<file path="config.mk">
export PLATFORM = sky130hd
export DESIGN_NAME = imac_multiply_accumulate
export DESIGN_NICKNAME = d
export VERILOG_FILES = /design/src/hdl/imac_pkg.sv /design/src/hdl/imac_multiply_accumulate.sv
export SDC_FILE = /design/constraint.sdc
export NUM_CORES = 1
export LEC_CHECK = 0
export ABC_CLOCK_PERIOD_IN_PS = 4900
export BUFFER_PORTS_ARGS = -buffer_cell sky130_fd_sc_hd__buf_2
export CAP_MARGIN = 20
export CORE_UTILIZATION = 40
export DETAILED_ROUTE_END_ITERATION = 8
export HOLD_SLACK_MARGIN = 0.06
export PLACE_DENSITY = 0.74
export SLEW_MARGIN = 40
export SYNTH_ARGS = -nofsm -noshare
export SYNTH_HDL_FRONTEND = slang
export SYNTH_SLANG_ARGS = --single-unit
</file>
<file path="constraint.sdc">
create_clock -name clk -period 4.9 [get_ports clk]
set_input_delay 0.49 -clock clk [delete_from_list [all_inputs] [get_ports clk]]
set_output_delay 0.49 -clock clk [all_outputs]
set_load 0.01 [all_outputs]
</file>
<file path="src/hdl/imac_pkg.sv">
// shared constants and types for the integer multiply-accumulate block
package imac_pkg;

  // implementation style selection
  typedef enum {
    IMPL_AUTO,
    IMPL_FABRIC_LOGIC,
    IMPL_HARD_MACRO
  } imac_impl_type;

  // documented defaults
  localparam int OPERAND_WIDTH_DEF = 8;
  localparam int FABRIC_MAX_WIDTH = 8;
  localparam int MACRO_SMALL_MAX_WIDTH = 16;
  localparam int WIDE_OPERAND_WIDTH = 32;
  localparam int RESULT_LIMIT_SMALL = 48;
  localparam int RESULT_LIMIT_WIDE = 64;
  localparam int PIPE_STAGES_MAX_NORMAL = 2;
  localparam int PIPE_STAGES_MAX_WIDE = 3;

  // register byte offsets on the control bus
  localparam logic [7:0] CTRL_OFFSET = 8'h00;
  localparam logic [7:0] STATUS_OFFSET = 8'h04;
  localparam logic [7:0] COUNT_OFFSET = 8'h08;
  localparam logic [7:0] SNAP_LO_OFFSET = 8'h0C;
  localparam logic [7:0] SNAP_HI_OFFSET = 8'h10;

  // control register fields and reset value
  localparam int CTRL_COUNT_EN_BIT = 0;
  localparam int CTRL_SNAPSHOT_BIT = 1;
  localparam int CTRL_COUNT_CLR_BIT = 2;
  localparam logic [31:0] CTRL_RESET = 32'h0000_0000;

  // status register fields
  localparam int STATUS_WIDTH_LSB = 0;
  localparam int STATUS_ACC_BIT = 8;
  localparam int STATUS_INSTAGE_BIT = 9;
  localparam int STATUS_STAGES_LSB = 10;
  localparam int STATUS_MACRO_BIT = 12;
  localparam int STATUS_SIGNED_BIT = 13;

  // bus responses
  localparam logic [1:0] RESP_OKAY = 2'h0;
  localparam logic [1:0] RESP_SLVERR = 2'h2;

  // hard macro is chosen above the fabric width limit in auto mode
  function automatic bit uses_macro(input imac_impl_type style, input int width);
    if (style == IMPL_AUTO)
      return width > FABRIC_MAX_WIDTH;
    return style == IMPL_HARD_MACRO;
  endfunction

  // default result width for a given configuration
  function automatic int default_result_width(input int width, input bit acc, input bit macro);
    if (width == WIDE_OPERAND_WIDTH)
      return RESULT_LIMIT_WIDE;
    if (acc && (macro || width > FABRIC_MAX_WIDTH))
      return RESULT_LIMIT_SMALL;
    return 2 * width;
  endfunction

endpackage

</file>
<file path="src/hdl/imac_multiply_accumulate.sv">
// integer multiplier with optional accumulator, pipeline stages and a control bus slave
//
// Implementation choices: the AXI4-Lite slave port and the register addresses.
`timescale 1ns/100ps

// How it works
// RL1: operands are operand width bits; 3 to 8, 16 or 32; default 8
// RL2: each operand signed when its setting is 0, unsigned when 1; default signed
// RL3: without accumulation the result is the product, delayed by the latency
// RL4: restart high stores the new product alone and presents it
// RL5: restart low adds the product to the stored sum and presents it
// RL6: restart is delayed like the operands; user raises it with first pair
// RL7: restart input is ignored when accumulation is off
// RL8: input stage on adds one operand register and one cycle
// RL9: each operand register has its own enable; ignored without input stage
// RL10: input registers share one synchronous active-low reset, ignored without stage
// RL11: pipe stages 0 to 2; 3 only for 32-bit accumulating configuration
// RL12: total latency equals pipe stages plus input stage setting
// RL13: one enable gates pipeline and accumulator; ignored with zero stages
// RL14: one synchronous active-low reset clears pipeline and accumulator; ignored with zero stages
// RL15: accumulator register exists apart from pipeline, works with zero stages
// RL16: result unsigned only when both operands unsigned, else signed
// RL17: wider result sign-extends signed values; overflow loses high bits
// RL18: plain product default twice operand width; max 48, or 64 for 32-bit
// RL19: hard macro accumulator up to 16-bit operands limited to 48 bits
// RL20: fabric and 32-bit accumulators are result width wide; 32-bit default 64
// RL21: style auto, fabric or hard macro; auto picks fabric up to 8 bits
// RL22: input stage, pipe stages and accumulation all default off
// RL23: disabled enable holds contents; asserted synchronous reset loads zero
module imac_multiply_accumulate #(
  parameter int OPERAND_WIDTH = imac_pkg::OPERAND_WIDTH_DEF,
  parameter bit UNSIGNED_A = 1'b0,
  parameter bit UNSIGNED_B = 1'b0,
  parameter bit ACCUMULATE = 1'b0,
  parameter bit INPUT_STAGE_ON = 1'b0,
  parameter int PIPE_STAGES = 0,
  parameter imac_pkg::imac_impl_type IMPL_STYLE = imac_pkg::IMPL_AUTO,
  parameter int RESULT_WIDTH = imac_pkg::default_result_width(OPERAND_WIDTH, ACCUMULATE,
    imac_pkg::uses_macro(IMPL_STYLE, OPERAND_WIDTH))
) (
  // clock and reset
  input wire logic clk,
  input wire logic rst_n,
  // operands
  input wire logic [OPERAND_WIDTH-1:0] operand_a,
  input wire logic [OPERAND_WIDTH-1:0] operand_b,
  // input stage controls
  input wire logic input_stage_a_en,
  input wire logic input_stage_b_en,
  input wire logic input_stage_reset_n,
  // pipeline and accumulator controls
  input wire logic pipe_stage_en,
  input wire logic pipe_stage_reset_n,
  input wire logic accum_restart,
  // result
  output logic [RESULT_WIDTH-1:0] result,
  // control bus write address and data
  input wire logic [7:0] s_axi_awaddr,
  input wire logic [2:0] s_axi_awprot,
  input wire logic s_axi_awvalid,
  output logic s_axi_awready,
  input wire logic [31:0] s_axi_wdata,
  input wire logic [3:0] s_axi_wstrb,
  input wire logic s_axi_wvalid,
  output logic s_axi_wready,
  // control bus write response
  output logic [1:0] s_axi_bresp,
  output logic s_axi_bvalid,
  input wire logic s_axi_bready,
  // control bus read
  input wire logic [7:0] s_axi_araddr,
  input wire logic [2:0] s_axi_arprot,
  input wire logic s_axi_arvalid,
  output logic s_axi_arready,
  output logic [31:0] s_axi_rdata,
  output logic [1:0] s_axi_rresp,
  output logic s_axi_rvalid,
  input wire logic s_axi_rready
);

  // RL21: resolve implementation style
  localparam bit IS_MACRO = imac_pkg::uses_macro(IMPL_STYLE, OPERAND_WIDTH);
  localparam int PW = 2 * OPERAND_WIDTH;
  localparam bit RES_SIGNED = !(UNSIGNED_A && UNSIGNED_B);
  // RL11: an illegal count of three falls back to the normal maximum
  localparam bit WIDE_ACC = (OPERAND_WIDTH == imac_pkg::WIDE_OPERAND_WIDTH) && ACCUMULATE;
  localparam int PS_MAX = WIDE_ACC ? imac_pkg::PIPE_STAGES_MAX_WIDE : imac_pkg::PIPE_STAGES_MAX_NORMAL;
  localparam int PS = (PIPE_STAGES > PS_MAX) ? PS_MAX : ((PIPE_STAGES < 0) ? 0 : PIPE_STAGES);
  // RL18: width limits on the plain product
  localparam int PLAIN_LIMIT = (OPERAND_WIDTH == imac_pkg::WIDE_OPERAND_WIDTH) ?
    imac_pkg::RESULT_LIMIT_WIDE : imac_pkg::RESULT_LIMIT_SMALL;
  // RL19: hard-macro accumulator is capped; RL20: fabric and wide ones are not
  localparam bit ACC_CAPPED = IS_MACRO && (OPERAND_WIDTH <= imac_pkg::MACRO_SMALL_MAX_WIDTH);
  localparam int LIMIT = ACCUMULATE ? (ACC_CAPPED ? imac_pkg::RESULT_LIMIT_SMALL : RESULT_WIDTH) : PLAIN_LIMIT;
  localparam int AW = (RESULT_WIDTH > LIMIT) ? LIMIT : RESULT_WIDTH;
  localparam int EW = (AW > PW) ? AW : PW;
  // the accumulator register stands in for the last pipeline stage
  localparam int DS = (ACCUMULATE && PS > 0) ? PS - 1 : PS;

  // ---------------- input stage ----------------
  logic [OPERAND_WIDTH-1:0] in_a_reg;
  logic [OPERAND_WIDTH-1:0] in_b_reg;
  logic in_restart_reg;
  logic [OPERAND_WIDTH-1:0] op_a;
  logic [OPERAND_WIDTH-1:0] op_b;
  logic op_restart;

  generate
    if (INPUT_STAGE_ON)
    begin : g_in_stage
      // RL8: one operand register each; RL9: separate enables
      always_ff @(posedge clk or negedge rst_n)
      begin
        if (!rst_n)
          in_a_reg <= '0;
        // RL10: shared synchronous clear
        else if (!input_stage_reset_n)
          in_a_reg <= '0;
        // RL23: hold while disabled
        else if (input_stage_a_en)
          in_a_reg <= operand_a;
      end

      always_ff @(posedge clk or negedge rst_n)
      begin
        if (!rst_n)
          in_b_reg <= '0;
        else if (!input_stage_reset_n)
          in_b_reg <= '0;
        else if (input_stage_b_en)
          in_b_reg <= operand_b;
      end

      // RL6: restart travels with the operands, taken when either operand loads
      always_ff @(posedge clk or negedge rst_n)
      begin
        if (!rst_n)
          in_restart_reg <= 1'b0;
        else if (!input_stage_reset_n)
          in_restart_reg <= 1'b0;
        else if (input_stage_a_en || input_stage_b_en)
          in_restart_reg <= accum_restart;
      end

      assign op_a = in_a_reg;
      assign op_b = in_b_reg;
      assign op_restart = in_restart_reg;
    end
    else
    begin : g_no_in_stage
      // RL9 RL10: enables and reset have no effect here
      assign in_a_reg = '0;
      assign in_b_reg = '0;
      assign in_restart_reg = 1'b0;
      assign op_a = operand_a;
      assign op_b = operand_b;
      assign op_restart = accum_restart;
    end
  endgenerate

  // ---------------- multiplier ----------------
  // RL2: extend each operand by one bit, sign or zero as configured
  logic signed [OPERAND_WIDTH:0] mul_a;
  logic signed [OPERAND_WIDTH:0] mul_b;
  logic signed [PW+1:0] mul_full;
  logic [PW-1:0] product;
  logic [EW-1:0] product_ext;
  logic [AW-1:0] product_aw;

  assign mul_a = {(!UNSIGNED_A) & op_a[OPERAND_WIDTH-1], op_a};
  assign mul_b = {(!UNSIGNED_B) & op_b[OPERAND_WIDTH-1], op_b};
  assign mul_full = mul_a * mul_b;
  // mixed signedness still fits twice the operand width
  assign product = mul_full[PW-1:0];
  // RL16 RL17: sign-extend only signed results, then drop excess high bits
  assign product_ext = RES_SIGNED ? EW'($signed(product)) : EW'(product);
  assign product_aw = product_ext[AW-1:0];

  // ---------------- pipeline ----------------
  logic [AW-1:0] stage_val [0:DS];
  logic stage_restart [0:DS];
  logic pipe_load;
  logic pipe_clear;

  // RL13 RL14: controls are only live when stages exist
  assign pipe_load = (PS == 0) || pipe_stage_en;
  assign pipe_clear = (PS != 0) && !pipe_stage_reset_n;

  assign stage_val[0] = product_aw;
  // RL7: restart is forced low when not accumulating
  assign stage_restart[0] = ACCUMULATE && op_restart;

  genvar gi;
  generate
    for (gi = 1; gi <= DS; gi++)
    begin : g_stage
      // RL12: each stage adds one cycle
      always_ff @(posedge clk or negedge rst_n)
      begin
        if (!rst_n)
        begin
          stage_val[gi] <= '0;
          stage_restart[gi] <= 1'b0;
        end
        // RL14: synchronous clear; RL23: loads zero
        else if (pipe_clear)
        begin
          stage_val[gi] <= '0;
          stage_restart[gi] <= 1'b0;
        end
        // RL13: shared enable
        else if (pipe_load)
        begin
          stage_val[gi] <= stage_val[gi-1];
          stage_restart[gi] <= stage_restart[gi-1];
        end
      end
    end
  endgenerate

  // ---------------- accumulator ----------------
  logic [AW-1:0] acc_reg;
  logic [AW-1:0] acc_next;
  logic [AW-1:0] core_result;
  logic result_update;

  // RL4: restart discards the old sum; RL5: otherwise add
  assign acc_next = stage_restart[DS] ? stage_val[DS] : AW'(acc_reg + stage_val[DS]);

  generate
    if (ACCUMULATE)
    begin : g_acc
      // RL15: the accumulator exists with or without pipeline stages
      always_ff @(posedge clk or negedge rst_n)
      begin
        if (!rst_n)
          acc_reg <= '0;
        // RL14: cleared with the pipeline
        else if (pipe_clear)
          acc_reg <= '0;
        // RL13: gated with the pipeline
        else if (pipe_load)
          acc_reg <= acc_next;
      end
      // with no stages the sum is presented in the cycle it is formed, keeping latency exact
      assign core_result = (PS == 0) ? acc_next : acc_reg;
    end
    else
    begin : g_no_acc
      assign acc_reg = '0;
      // RL3: the delayed product
      assign core_result = stage_val[DS];
    end
  endgenerate

  assign result_update = pipe_load && !pipe_clear;
  // RL17: final widening keeps the result's sign
  assign result = RES_SIGNED ? RESULT_WIDTH'($signed(core_result)) : RESULT_WIDTH'(core_result);

  // ---------------- control bus slave ----------------
  logic aw_held_reg;
  logic [7:0] aw_addr_reg;
  logic w_held_reg;
  logic [31:0] w_data_reg;
  logic [3:0] w_strb_reg;
  logic bvalid_reg;
  logic [1:0] bresp_reg;
  logic rvalid_reg;
  logic [31:0] rdata_reg;
  logic [1:0] rresp_reg;
  logic [31:0] ctrl_reg;
  logic [31:0] count_reg;
  logic [63:0] snap_reg;
  logic snap_req_reg;

  logic aw_take;
  logic w_take;
  logic do_write;
  logic ar_take;
  logic wr_ctrl;
  logic wr_known;
  logic rd_known;
  logic [31:0] rd_value;
  logic [31:0] status_word;
  logic [63:0] result_wide;
  logic count_clear;
  logic count_event;

  assign s_axi_awready = !aw_held_reg && !bvalid_reg;
  assign s_axi_wready = !w_held_reg && !bvalid_reg;
  assign s_axi_arready = !rvalid_reg;
  assign aw_take = s_axi_awvalid && s_axi_awready;
  assign w_take = s_axi_wvalid && s_axi_wready;
  assign ar_take = s_axi_arvalid && s_axi_arready;
  // address and data may arrive in either order
  assign do_write = aw_held_reg && w_held_reg && !bvalid_reg;

  assign wr_ctrl = do_write && (aw_addr_reg == imac_pkg::CTRL_OFFSET) && w_strb_reg[0];
  assign wr_known = (aw_addr_reg == imac_pkg::CTRL_OFFSET) || (aw_addr_reg == imac_pkg::STATUS_OFFSET) ||
    (aw_addr_reg == imac_pkg::COUNT_OFFSET) || (aw_addr_reg == imac_pkg::SNAP_LO_OFFSET) ||
    (aw_addr_reg == imac_pkg::SNAP_HI_OFFSET);

  assign status_word = (32'(OPERAND_WIDTH) << imac_pkg::STATUS_WIDTH_LSB) |
    (32'(ACCUMULATE) << imac_pkg::STATUS_ACC_BIT) |
    (32'(INPUT_STAGE_ON) << imac_pkg::STATUS_INSTAGE_BIT) |
    (32'(PS) << imac_pkg::STATUS_STAGES_LSB) |
    (32'(IS_MACRO) << imac_pkg::STATUS_MACRO_BIT) |
    (32'(RES_SIGNED) << imac_pkg::STATUS_SIGNED_BIT);

  assign rd_known = (s_axi_araddr == imac_pkg::CTRL_OFFSET) || (s_axi_araddr == imac_pkg::STATUS_OFFSET) ||
    (s_axi_araddr == imac_pkg::COUNT_OFFSET) || (s_axi_araddr == imac_pkg::SNAP_LO_OFFSET) ||
    (s_axi_araddr == imac_pkg::SNAP_HI_OFFSET);
  assign rd_value = (s_axi_araddr == imac_pkg::CTRL_OFFSET) ? ctrl_reg :
    (s_axi_araddr == imac_pkg::STATUS_OFFSET) ? status_word :
    (s_axi_araddr == imac_pkg::COUNT_OFFSET) ? count_reg :
    (s_axi_araddr == imac_pkg::SNAP_LO_OFFSET) ? snap_reg[31:0] :
    (s_axi_araddr == imac_pkg::SNAP_HI_OFFSET) ? snap_reg[63:32] : 32'h0000_0000;

  // snapshot sees the result sign-extended (signed) or zero-extended (unsigned) to 64 bits so software needs no width logic
  assign result_wide = RES_SIGNED ? 64'($signed(core_result)) : 64'(core_result);
  assign count_clear = wr_ctrl && w_data_reg[imac_pkg::CTRL_COUNT_CLR_BIT];
  assign count_event = ctrl_reg[imac_pkg::CTRL_COUNT_EN_BIT] && result_update;

  always_ff @(posedge clk or negedge rst_n)
  begin
    if (!rst_n)
    begin
      aw_held_reg <= 1'b0;
      aw_addr_reg <= 8'h00;
    end
    else if (aw_take)
    begin
      aw_held_reg <= 1'b1;
      aw_addr_reg <= s_axi_awaddr;
    end
    else if (do_write)
      aw_held_reg <= 1'b0;
  end

  always_ff @(posedge clk or negedge rst_n)
  begin
    if (!rst_n)
    begin
      w_held_reg <= 1'b0;
      w_data_reg <= 32'h0000_0000;
      w_strb_reg <= 4'h0;
    end
    else if (w_take)
    begin
      w_held_reg <= 1'b1;
      w_data_reg <= s_axi_wdata;
      w_strb_reg <= s_axi_wstrb;
    end
    else if (do_write)
      w_held_reg <= 1'b0;
  end

  always_ff @(posedge clk or negedge rst_n)
  begin
    if (!rst_n)
    begin
      bvalid_reg <= 1'b0;
      bresp_reg <= imac_pkg::RESP_OKAY;
    end
    else if (do_write)
    begin
      bvalid_reg <= 1'b1;
      bresp_reg <= wr_known ? imac_pkg::RESP_OKAY : imac_pkg::RESP_SLVERR;
    end
    else if (s_axi_bready)
      bvalid_reg <= 1'b0;
  end

  always_ff @(posedge clk or negedge rst_n)
  begin
    if (!rst_n)
    begin
      rvalid_reg <= 1'b0;
      rdata_reg <= 32'h0000_0000;
      rresp_reg <= imac_pkg::RESP_OKAY;
    end
    else if (ar_take)
    begin
      rvalid_reg <= 1'b1;
      rdata_reg <= rd_value;
      rresp_reg <= rd_known ? imac_pkg::RESP_OKAY : imac_pkg::RESP_SLVERR;
    end
    else if (s_axi_rready)
      rvalid_reg <= 1'b0;
  end

  // only the count enable is stored; snapshot and clear act as strobes
  always_ff @(posedge clk or negedge rst_n)
  begin
    if (!rst_n)
      ctrl_reg <= imac_pkg::CTRL_RESET;
    else if (wr_ctrl)
      ctrl_reg <= {31'h0000_0000, w_data_reg[imac_pkg::CTRL_COUNT_EN_BIT]};
  end

  always_ff @(posedge clk or negedge rst_n)
  begin
    if (!rst_n)
      snap_req_reg <= 1'b0;
    else
      snap_req_reg <= wr_ctrl && w_data_reg[imac_pkg::CTRL_SNAPSHOT_BIT];
  end

  always_ff @(posedge clk or negedge rst_n)
  begin
    if (!rst_n)
      snap_reg <= 64'h0000_0000_0000_0000;
    else if (snap_req_reg)
      snap_reg <= result_wide;
  end

  // an update in the clearing cycle is kept, so the count restarts at one
  always_ff @(posedge clk or negedge rst_n)
  begin
    if (!rst_n)
      count_reg <= 32'h0000_0000;
    else if (count_clear)
      count_reg <= {31'h0000_0000, count_event};
    else if (count_event)
      count_reg <= count_reg + 32'h0000_0001;
  end

  assign s_axi_bvalid = bvalid_reg;
  assign s_axi_bresp = bresp_reg;
  assign s_axi_rvalid = rvalid_reg;
  assign s_axi_rdata = rdata_reg;
  assign s_axi_rresp = rresp_reg;

endmodule

</file>
Yosys cells after proc, flatten, opt, wreduce, memory -nomap -nowiden
Index checks and enable logic that the tools add are counted.

storage, ports and cells
  bits in registers = 102
  output and inout port bits = 57
  word-level logic and storage cells = 70

cells by class
  $add $sub $neg = 1
  multipliers = 1
  equal/unequal tests = 8
  muxes and demuxes = 16
  reductions and logical operators = 30

operators by type and width
  operator               number
  $mux 32                7
  $add 32x1->32 const B  1
  $eq 8x4->1 const B     4
  $eq 8x3->1 const B     2
  $eq 8x5->1 const B     2
  $logic_not 8->1        2
  $mul 8x8->16           1
  $logic_and 1x1->1      11
  $reduce_bool 2->1      5
  $logic_or 1x1->1       8
  $mux 1                 7
  $logic_not 1->1        4
  $mux 2                 2

Logic depth before layout (Yosys ltp)
Gate-level depths: netlist of run 1.

  word-level depth = 6
  depth in mapped cells = 15
  depth with buffers taken out = 15

Worst setup path after synthesis of run 1
Ideal clock, no wire load.

  path type = input port to output port
  from = in operand_a[7]
  to = out result[14]
  data arrival time = 4253 ps
  required time = 4410 ps
  slack = 157 ps
  cell stages on the path = 15
  buffers on the path = 0
  cells stage by stage = and2_1 fa_1 inv_1 fa_1 inv_1 fa_1 inv_1 fa_1 inv_1 ha_1 and3_1 nand2_1 a21oi_1 or3_1 and2_1

between the ends
  cells in the longest elaborated chain, start to end = 1

RTL lines
  item             line                             source
  start, declared  imac_multiply_accumulate.sv:45   input wire logic [OPERAND_WIDTH-1:0] operand_a,
  $mul 8x8->16     imac_multiply_accumulate.sv:172  assign mul_full = mul_a * mul_b;
  end, declared    imac_multiply_accumulate.sv:56   output logic [RESULT_WIDTH-1:0] result,

No other way between the ends.

Final worst setup path of run 1
  from = in operand_a[4]
  to = out result[15]

Same word-level chain as after synthesis.

==> results of run 1 <==
worst max-delay path by stage:
stage / start / to / slack [ns]
after floorplan: operand_a[7] / result[14] / 0.16
after global placement: operand_a[7] / result[14] / -0.08
after detailed placement: operand_b[7] / result[14] / -0.13
after CTS: operand_a[3] / result[13] / -0.05
after global routing: operand_a[4] / result[15] / -0.04
final: operand_a[4] / result[15] / 0.07
power by group:
group          leakage [nW]  switching [W]  internal [W]
Combinational          2.79        0.00129       0.00130
Sequential             1.34      0.0000677      0.000918
Clock                 0.142       0.000320      0.000404
Total                  4.27        0.00168       0.00262
metal layers:
metal  track usage, %  up-vias
met1             23.7     2715
met2             29.4      113
met4             2.65        0
li1                 -     2720
met3             4.14       13
met5                0        -
critical path: cells and delay by family:
family,cells,cell delay (ns)
adder cells (fa/ha/maj),5,2.09
buffers and inverters,7,0.90
AO/OA/AOI/OAI,3,0.53
AND/OR/NAND/NOR,1,0.16
XOR/XNOR,1,0.16
final cells by class:
cell class	count	area [um2]
Sequential cell	100	2500
Fill cell	1588	8720
Multi-Input combinational cell	524	4430
Clock buffer	9	225
Timing Repair Buffer	147	886
Clock inverter	7	83.8
Tap cell	225	282
Inverter	91	342
per-stage QoR:
stage | TNS (ns) | hold slack [ns]
finish | 0 | 0.128
floorplan | 0 | 0.194
global route | -0.0818 | 0.164
CTS | -0.0928 | 0.147
detailed placement | -0.313 | 0.465
global placement | -0.187 | 0.455
timing repair:
action / CTS / global route
pin swaps: 8 / 37
setup buffers: 4 / 5
setup endpoints to repair: 4 / 6
resized for setup: 10 / 53
cell usage in the layout (no fill, tap or decap), drive strengths merged, types with 3 or more instances in the layout:
| cell | n |
|---|---|
| clkinvlp | 3 |
| nand3 | 8 |
| nor3 | 9 |
| nand2b | 10 |
| clkbuf | 11 |
| o21ai | 62 |
| xnor2 | 31 |
| ha | 30 |
| a21o | 18 |
| a21oi | 15 |
| buf | 145 |
| nand4 | 11 |
| fa | 55 |
| a221oi | 12 |
| mux2 | 26 |
| nor4 | 11 |
| xor2 | 12 |
| nor2 | 44 |
| o21a | 3 |
| nand2 | 69 |
| and2 | 49 |
| inv | 93 |
| dfrtp | 100 |
| nor2b | 7 |
| a31oi | 3 |
| and3 | 3 |
| a31o | 3 |
| and4 | 4 |
| or3 | 7 |
Yosys cell counts (3+ instances only):
| cell | n | area share, % |
|---|---|---|
| dfrtp_1 | 100 | 35 |
| inv_1 | 91 | 4.7 |
| nand2_1 | 69 | 3.6 |
| o21ai_0 | 61 | 4.2 |
| fa_1 | 55 | 15 |
| and2_1 | 49 | 4.3 |
| nor2_1 | 44 | 2.3 |
| xnor2_1 | 31 | 3.8 |
| ha_1 | 30 | 5.2 |
| mux2_2 | 26 | 4.1 |
| a21o_1 | 18 | 1.9 |
| clkbuf_1 | 17 | 0.88 |
| a21oi_1 | 15 | 1.0 |
| a221oi_1 | 12 | 1.5 |
| xor2_1 | 12 | 1.5 |
| nand2b_1 | 10 | 0.87 |
| nand4_1 | 9 | 0.78 |
| nand3_1 | 8 | 0.56 |
| nor3_1 | 8 | 0.56 |
| nor4_1 | 8 | 0.69 |
| nor2b_1 | 7 | 0.61 |
| or3_1 | 7 | 0.61 |
| buf_4 | 6 | 0.62 |
| buf_2 | 5 | 0.35 |
| and4_1 | 4 | 0.49 |
| a31o_2 | 3 | 0.36 |
| a31oi_1 | 3 | 0.26 |
| and3_1 | 3 | 0.26 |
| o21a_1 | 3 | 0.31 |
kinds of logic after synthesis:
| logic type | share of synthesized area (%) |
|---|---|
| adder cells (fa/ha/maj) | 20.5 |
| AO/OA/AOI/OAI | 10.8 |
| multiplexers | 4.20 |
| flip-flops | 34.7 |
| XOR/XNOR | 5.22 |
| other | 0.0520 |
| buffers and inverters | 6.80 |
| AND/OR/NAND/NOR | 17.8 |
==> metrics.txt, run 1 <==
crit path cell chain clkbuf_4 > buf_4 > and2_1 > fa_1 > ha_1 > inv_1 > fa_1 > fa_1 > inv_1 > ha_1 > buf_4 > o211ai_1 > o211ai_1 > buf_4 > a31oi_2 > xnor2_1 > buf_2; final worst slack 0.0666 ns; Site Rows 48; Final min period 4.83 ns; Post-synth EDFFs 0; gr ovfl total 0; Min-Delay Path Class primary input to asynchronous set/reset pin; ANT cells 0; Crit-path slowest cell fa_1; Clock Sinks 100; share of layout cells above drive strength 1 28.2%; Routed Antenna Nets 0; FMAX 0.207 GHz; Post-Layout Inst Area 8750 um2; worst skew pair latency 0.34 ns; part of the cycle the worst path needs 98.6%; Netlist cell types 53; Critical Path End Type primary output; Core Util, Final 50.1%; highest metal used met4; hpwl dp 12000 um; Slew headroom 50.3%; Setup WS pre-CTS -0.126 ns; IO buf count 97; worst-path fanout max 6; Gate Count Post-Synth 744; WL met3 751 um; Total Power 0.00430 W; DIE AREA 18600 um2; H-tree levels 3; dpl cells 1078; worst clock skew 0.0114 ns; Worst VDD drop 581 uV; final-stage net count 1045; Least-Margin Pin Slew 0.745 ns; Final Instance Count excl. Fillers 1103; met2 wire length 7870 um; CTS tree yes; YS warnings 0; syn avg cell area 9.69 um2; slowest stage delay, CP 0.51 ns; clock buffer depth 2; FF+latch count, synth 100; CTS buffer count 9; LEAKAGE 4.27 nW; Post-Syn Area 7210 um2; Routed WL 15900 um; PwrDens 491 nW/um2; setup violators final 0; gpl congestion 0.836; Worst-path clk slew 0.07 ns; DRC Markers 0; DR vias 5561; reg2reg start aw_addr_reg[0]; Placed Area 8150 um2; outcome finished, final reports clean; Reg2Reg Depth 6; Initial Utilization 41.3%; largest net degree at the start of global routing 63; crit start category primary input; max cap viols 0; Die Y 136 um; Seq/Total Area, Yosys 34.7%; Setup CP Type primary input to primary output; Pins Over Slew Limit 0; TritonRoute pass-1 iters 5; drt wl/cell 14.4 um; vias in the first global route 5497; r2r setup slk 2.79 ns; initial antenna violation count 0; Worst Path Arrival 4.34 ns; CTS Hold Bufs 0; Area growth, synth to finish 21.4%; Post-synth ARST share 100%; Worst Path Required 4.41 ns; dominant synthesized flop cell dfrtp_1; vias per cell 5.04; Core Footprint 17500 um2; CTS root buf clkbuf_16; first-pass GRT wire length 26000 um; 1st-iter DRT viols 326; RR Endpoint count_reg[0]; met1 wire length 7120 um; Horiz. Die Dim 136 um; Fin. Hold Viols 0; I/O Pins 144; GRT Util Overall 17.7%
No activity file was read; power rests on OpenSTA's default activity.
==> inputs of run 2 (changes only) <==
CORE_MARGIN = 5   (was default)
==> run 2 against run 1 <==
Sequential cell count stayed put. Count of clock-buffer cells in the layout is 2 higher. First-iteration DRC count is 22% lower. Non-clock buffer count is 1 higher. Global-route usage is 1.9 points lower. Final area is 0.96% higher. Final cell count is 0.45% higher. Combinational power is 4% higher. Clock power is 3% higher. Register-to-register slack worse by 0.04 ns. Critical path depth is 1 lower. Largest cell class unchanged.
==> metrics.txt, run 2 (synthesis gave the netlist of run 1 again) <==
outcome finished, final reports clean; ANT cells 0 (unchanged); Worst Path Arrival 4.35 ns (about the same); P_sw 0.00173 W (+3.1%); Worst Path Required 4.41 ns (about the same); Die Y 144 um (+5.9%); Core Footprint 17800 um2 (+2.1%); Area growth, synth to finish 22.6%; Setup CP Type primary input to primary output; Combinational Power Share 61.0% (+0.8 points); vias per cell 5.07 (+0.55%); Horiz. Die Dim 144 um (+5.9%); worst-path fanout max 7 (+1); part of the power in registers 22.2% (-0.7 points); most frequent cells in the layout dfrtp_1 (100), buf_2 (87), inv_1 (80), nand2_1 (65), o21ai_0 (60); Fin. Hold Viols 0 (unchanged); crit start category primary input; final worst slack 0.0643 ns (-0.00231 ns); Setup WS pre-CTS -0.0707 ns (+0.0553 ns); PwrDens 501 nW/um2 (+2.1%); Min-Delay Path Class primary input to asynchronous set/reset pin; dpl cells 1083 (+0.46%); share of layout cells above drive strength 1 28.7% (+0.42 points); CTS Hold Bufs 0 (unchanged); commonest non-fill, non-tap cell in the layout dfrtp_1; layer with the highest usage met2; CTS buffer count 9 (unchanged); hpwl dp 12100 um (+0.92%); Final Instance Count excl. Fillers 1108 (+0.45%); Least-Margin Pin Slew 0.779 ns (+0.0342 ns); Core Util, Final 49.5% (-0.55 points); Placed Area 8160 um2 (+0.15%); Routed WL 16400 um (+3.4%); Initial Utilization 40.4% (-0.84 points); first-pass GRT wire length 26700 um (+2.5%); Final min period 4.84 ns (+0.00231 ns); initial antenna violation count 0 (unchanged); Worst-path clk slew 0.07 ns (about the same); Clock Power Share 16.8% (about the same); 1st-iter DRT viols 253 (-22%); sw frac 39.0% (about the same); Pins Over Slew Limit 0 (unchanged); Routed Antenna Nets 0 (unchanged); r2r setup slk 2.75 ns (-0.04 ns); DRC Markers 0 (unchanged); FMAX 0.207 GHz (about the same); CTS tree yes; DR vias 5617 (+1.0%); Site Rows 49 (+2.1%); largest net degree at the start of global routing 65 (+3.2%); Seq. cell area 2500 um2 (unchanged); IO buf count 97 (unchanged); H-tree levels 3 (unchanged); Reg2Reg Depth 6 (unchanged); final-stage net count 1046 (+0.096%); DIE AREA 20800 um2 (+12%); met2 usage 25.5% (-3.9 points); gr ovfl total 0 (unchanged); Clock Sinks 100 (unchanged); Critical Path End Type primary output; max cap viols 0 (unchanged); Worst VDD drop 624 uV (+7.5%); RR Endpoint count_reg[0]; Cell Int Power 0.00270 W (+3.1%); FILL cells 1599 (+0.69%); worst clock skew 0.0109 ns (-0.000493 ns); GRT Util Overall 15.7% (-1.9 points); area taken by multi-input logic gates 4480 um2 (+0.99%); TritonRoute pass-1 iters 4 (-1); vias in the first global route 5596 (+1.8%); worst skew pair latency 0.34 ns (about the same); drt wl/cell 14.8 um (+2.9%); CTS root buf clkbuf_16; reg2reg start aw_addr_reg[0]; gpl congestion 0.805 (-3.7%); Post-Layout Inst Area 8840 um2 (+0.96%); LEAKAGE 4.31 nW (+0.78%); I/O Pins 144 (unchanged); GRT met1 Usage 21.7% (-2.0 points); clock buffer depth 2 (unchanged); Total Power 0.00443 W (+3.1%); part of the cycle the worst path needs 98.7% (about the same); Slew headroom 48.1% (-2.3 points); grt met3 use 3.24% (-0.90 points); setup violators final 0 (unchanged)
==> run 2: cell type report <==
type	instances	area share, %
Clock inverter	5	0.651
Tap cell	229	3.24
Clock buffer	11	2.86
Timing Repair Buffer	148	10.4
Sequential cell	100	28.3
Inverter	91	3.86
Multi-Input combinational cell	524	50.7
==> run 2: power by group through the flow <==
stage	combinational (W)	sequential, W	clock (W)
floorplan	0.00121	0.000988	0
global placement	0.00202	0.000997	0
detailed placement	0.00205	0.00100	0
CTS	0.00226	0.000985	0.000755
global route	0.00297	0.000997	0.000784
finish	0.00270	0.000984	0.000743
==> run 2: timing repair <==
item	4_1_cts	5_1_grt
buffers inserted	3	6
pin swaps	8	37
gates resized for setup	13	59
setup endpoints to repair	4	7
==> run 2: how the worst max path moves through the flow <==
stage	end	slack (ns)	cells past startpoint	startpoint
6_report	result[12]	0.06	16	operand_a[7]
5_1_grt	result[13]	-0.04	15	operand_b[2]
4_1_cts	result[15]	0.001	15	operand_a[7]
3_5_place_dp	result[14]	-0.07	17	operand_a[3]
3_3_place_gp	result[14]	-0.08	17	operand_a[7]
2_1_floorplan	result[14]	0.16	15	operand_a[7]
==> run 2: routing by layer <==
layer  wire, um  share of wire (%)  vias to the layer above
met4        273                1.7                        0
met2       7900                 48                      121
met3        978                5.9                       19
li1           -                  -                     2709
met1       7290                 44                     2768
met5          0                  0                        -
==> run 2: worst max-delay path, stage by stage <==
cell and delay, ns:
buf_4 0.15, and2_4 0.16, buf_4 0.13, fa_1 0.46, fa_1 0.53, fa_1 0.55
inv_1 0.06, fa_1 0.53, inv_1 0.06, ha_4 0.25, a21oi_4 0.19, buf_6 0.12
a21oi_2 0.05, or3_4 0.34, and2_4 0.17, buf_6 0.11
==> run 2: stage by stage <==
stage	hold WS [ns]	TNS, ns
3_5_place_dp	0.460	-0.215
4_1_cts	0.100	0
2_1_floorplan	0.194	0
3_3_place_gp	0.457	-0.198
5_1_grt	0.126	-0.110
6_report	0.0921	0
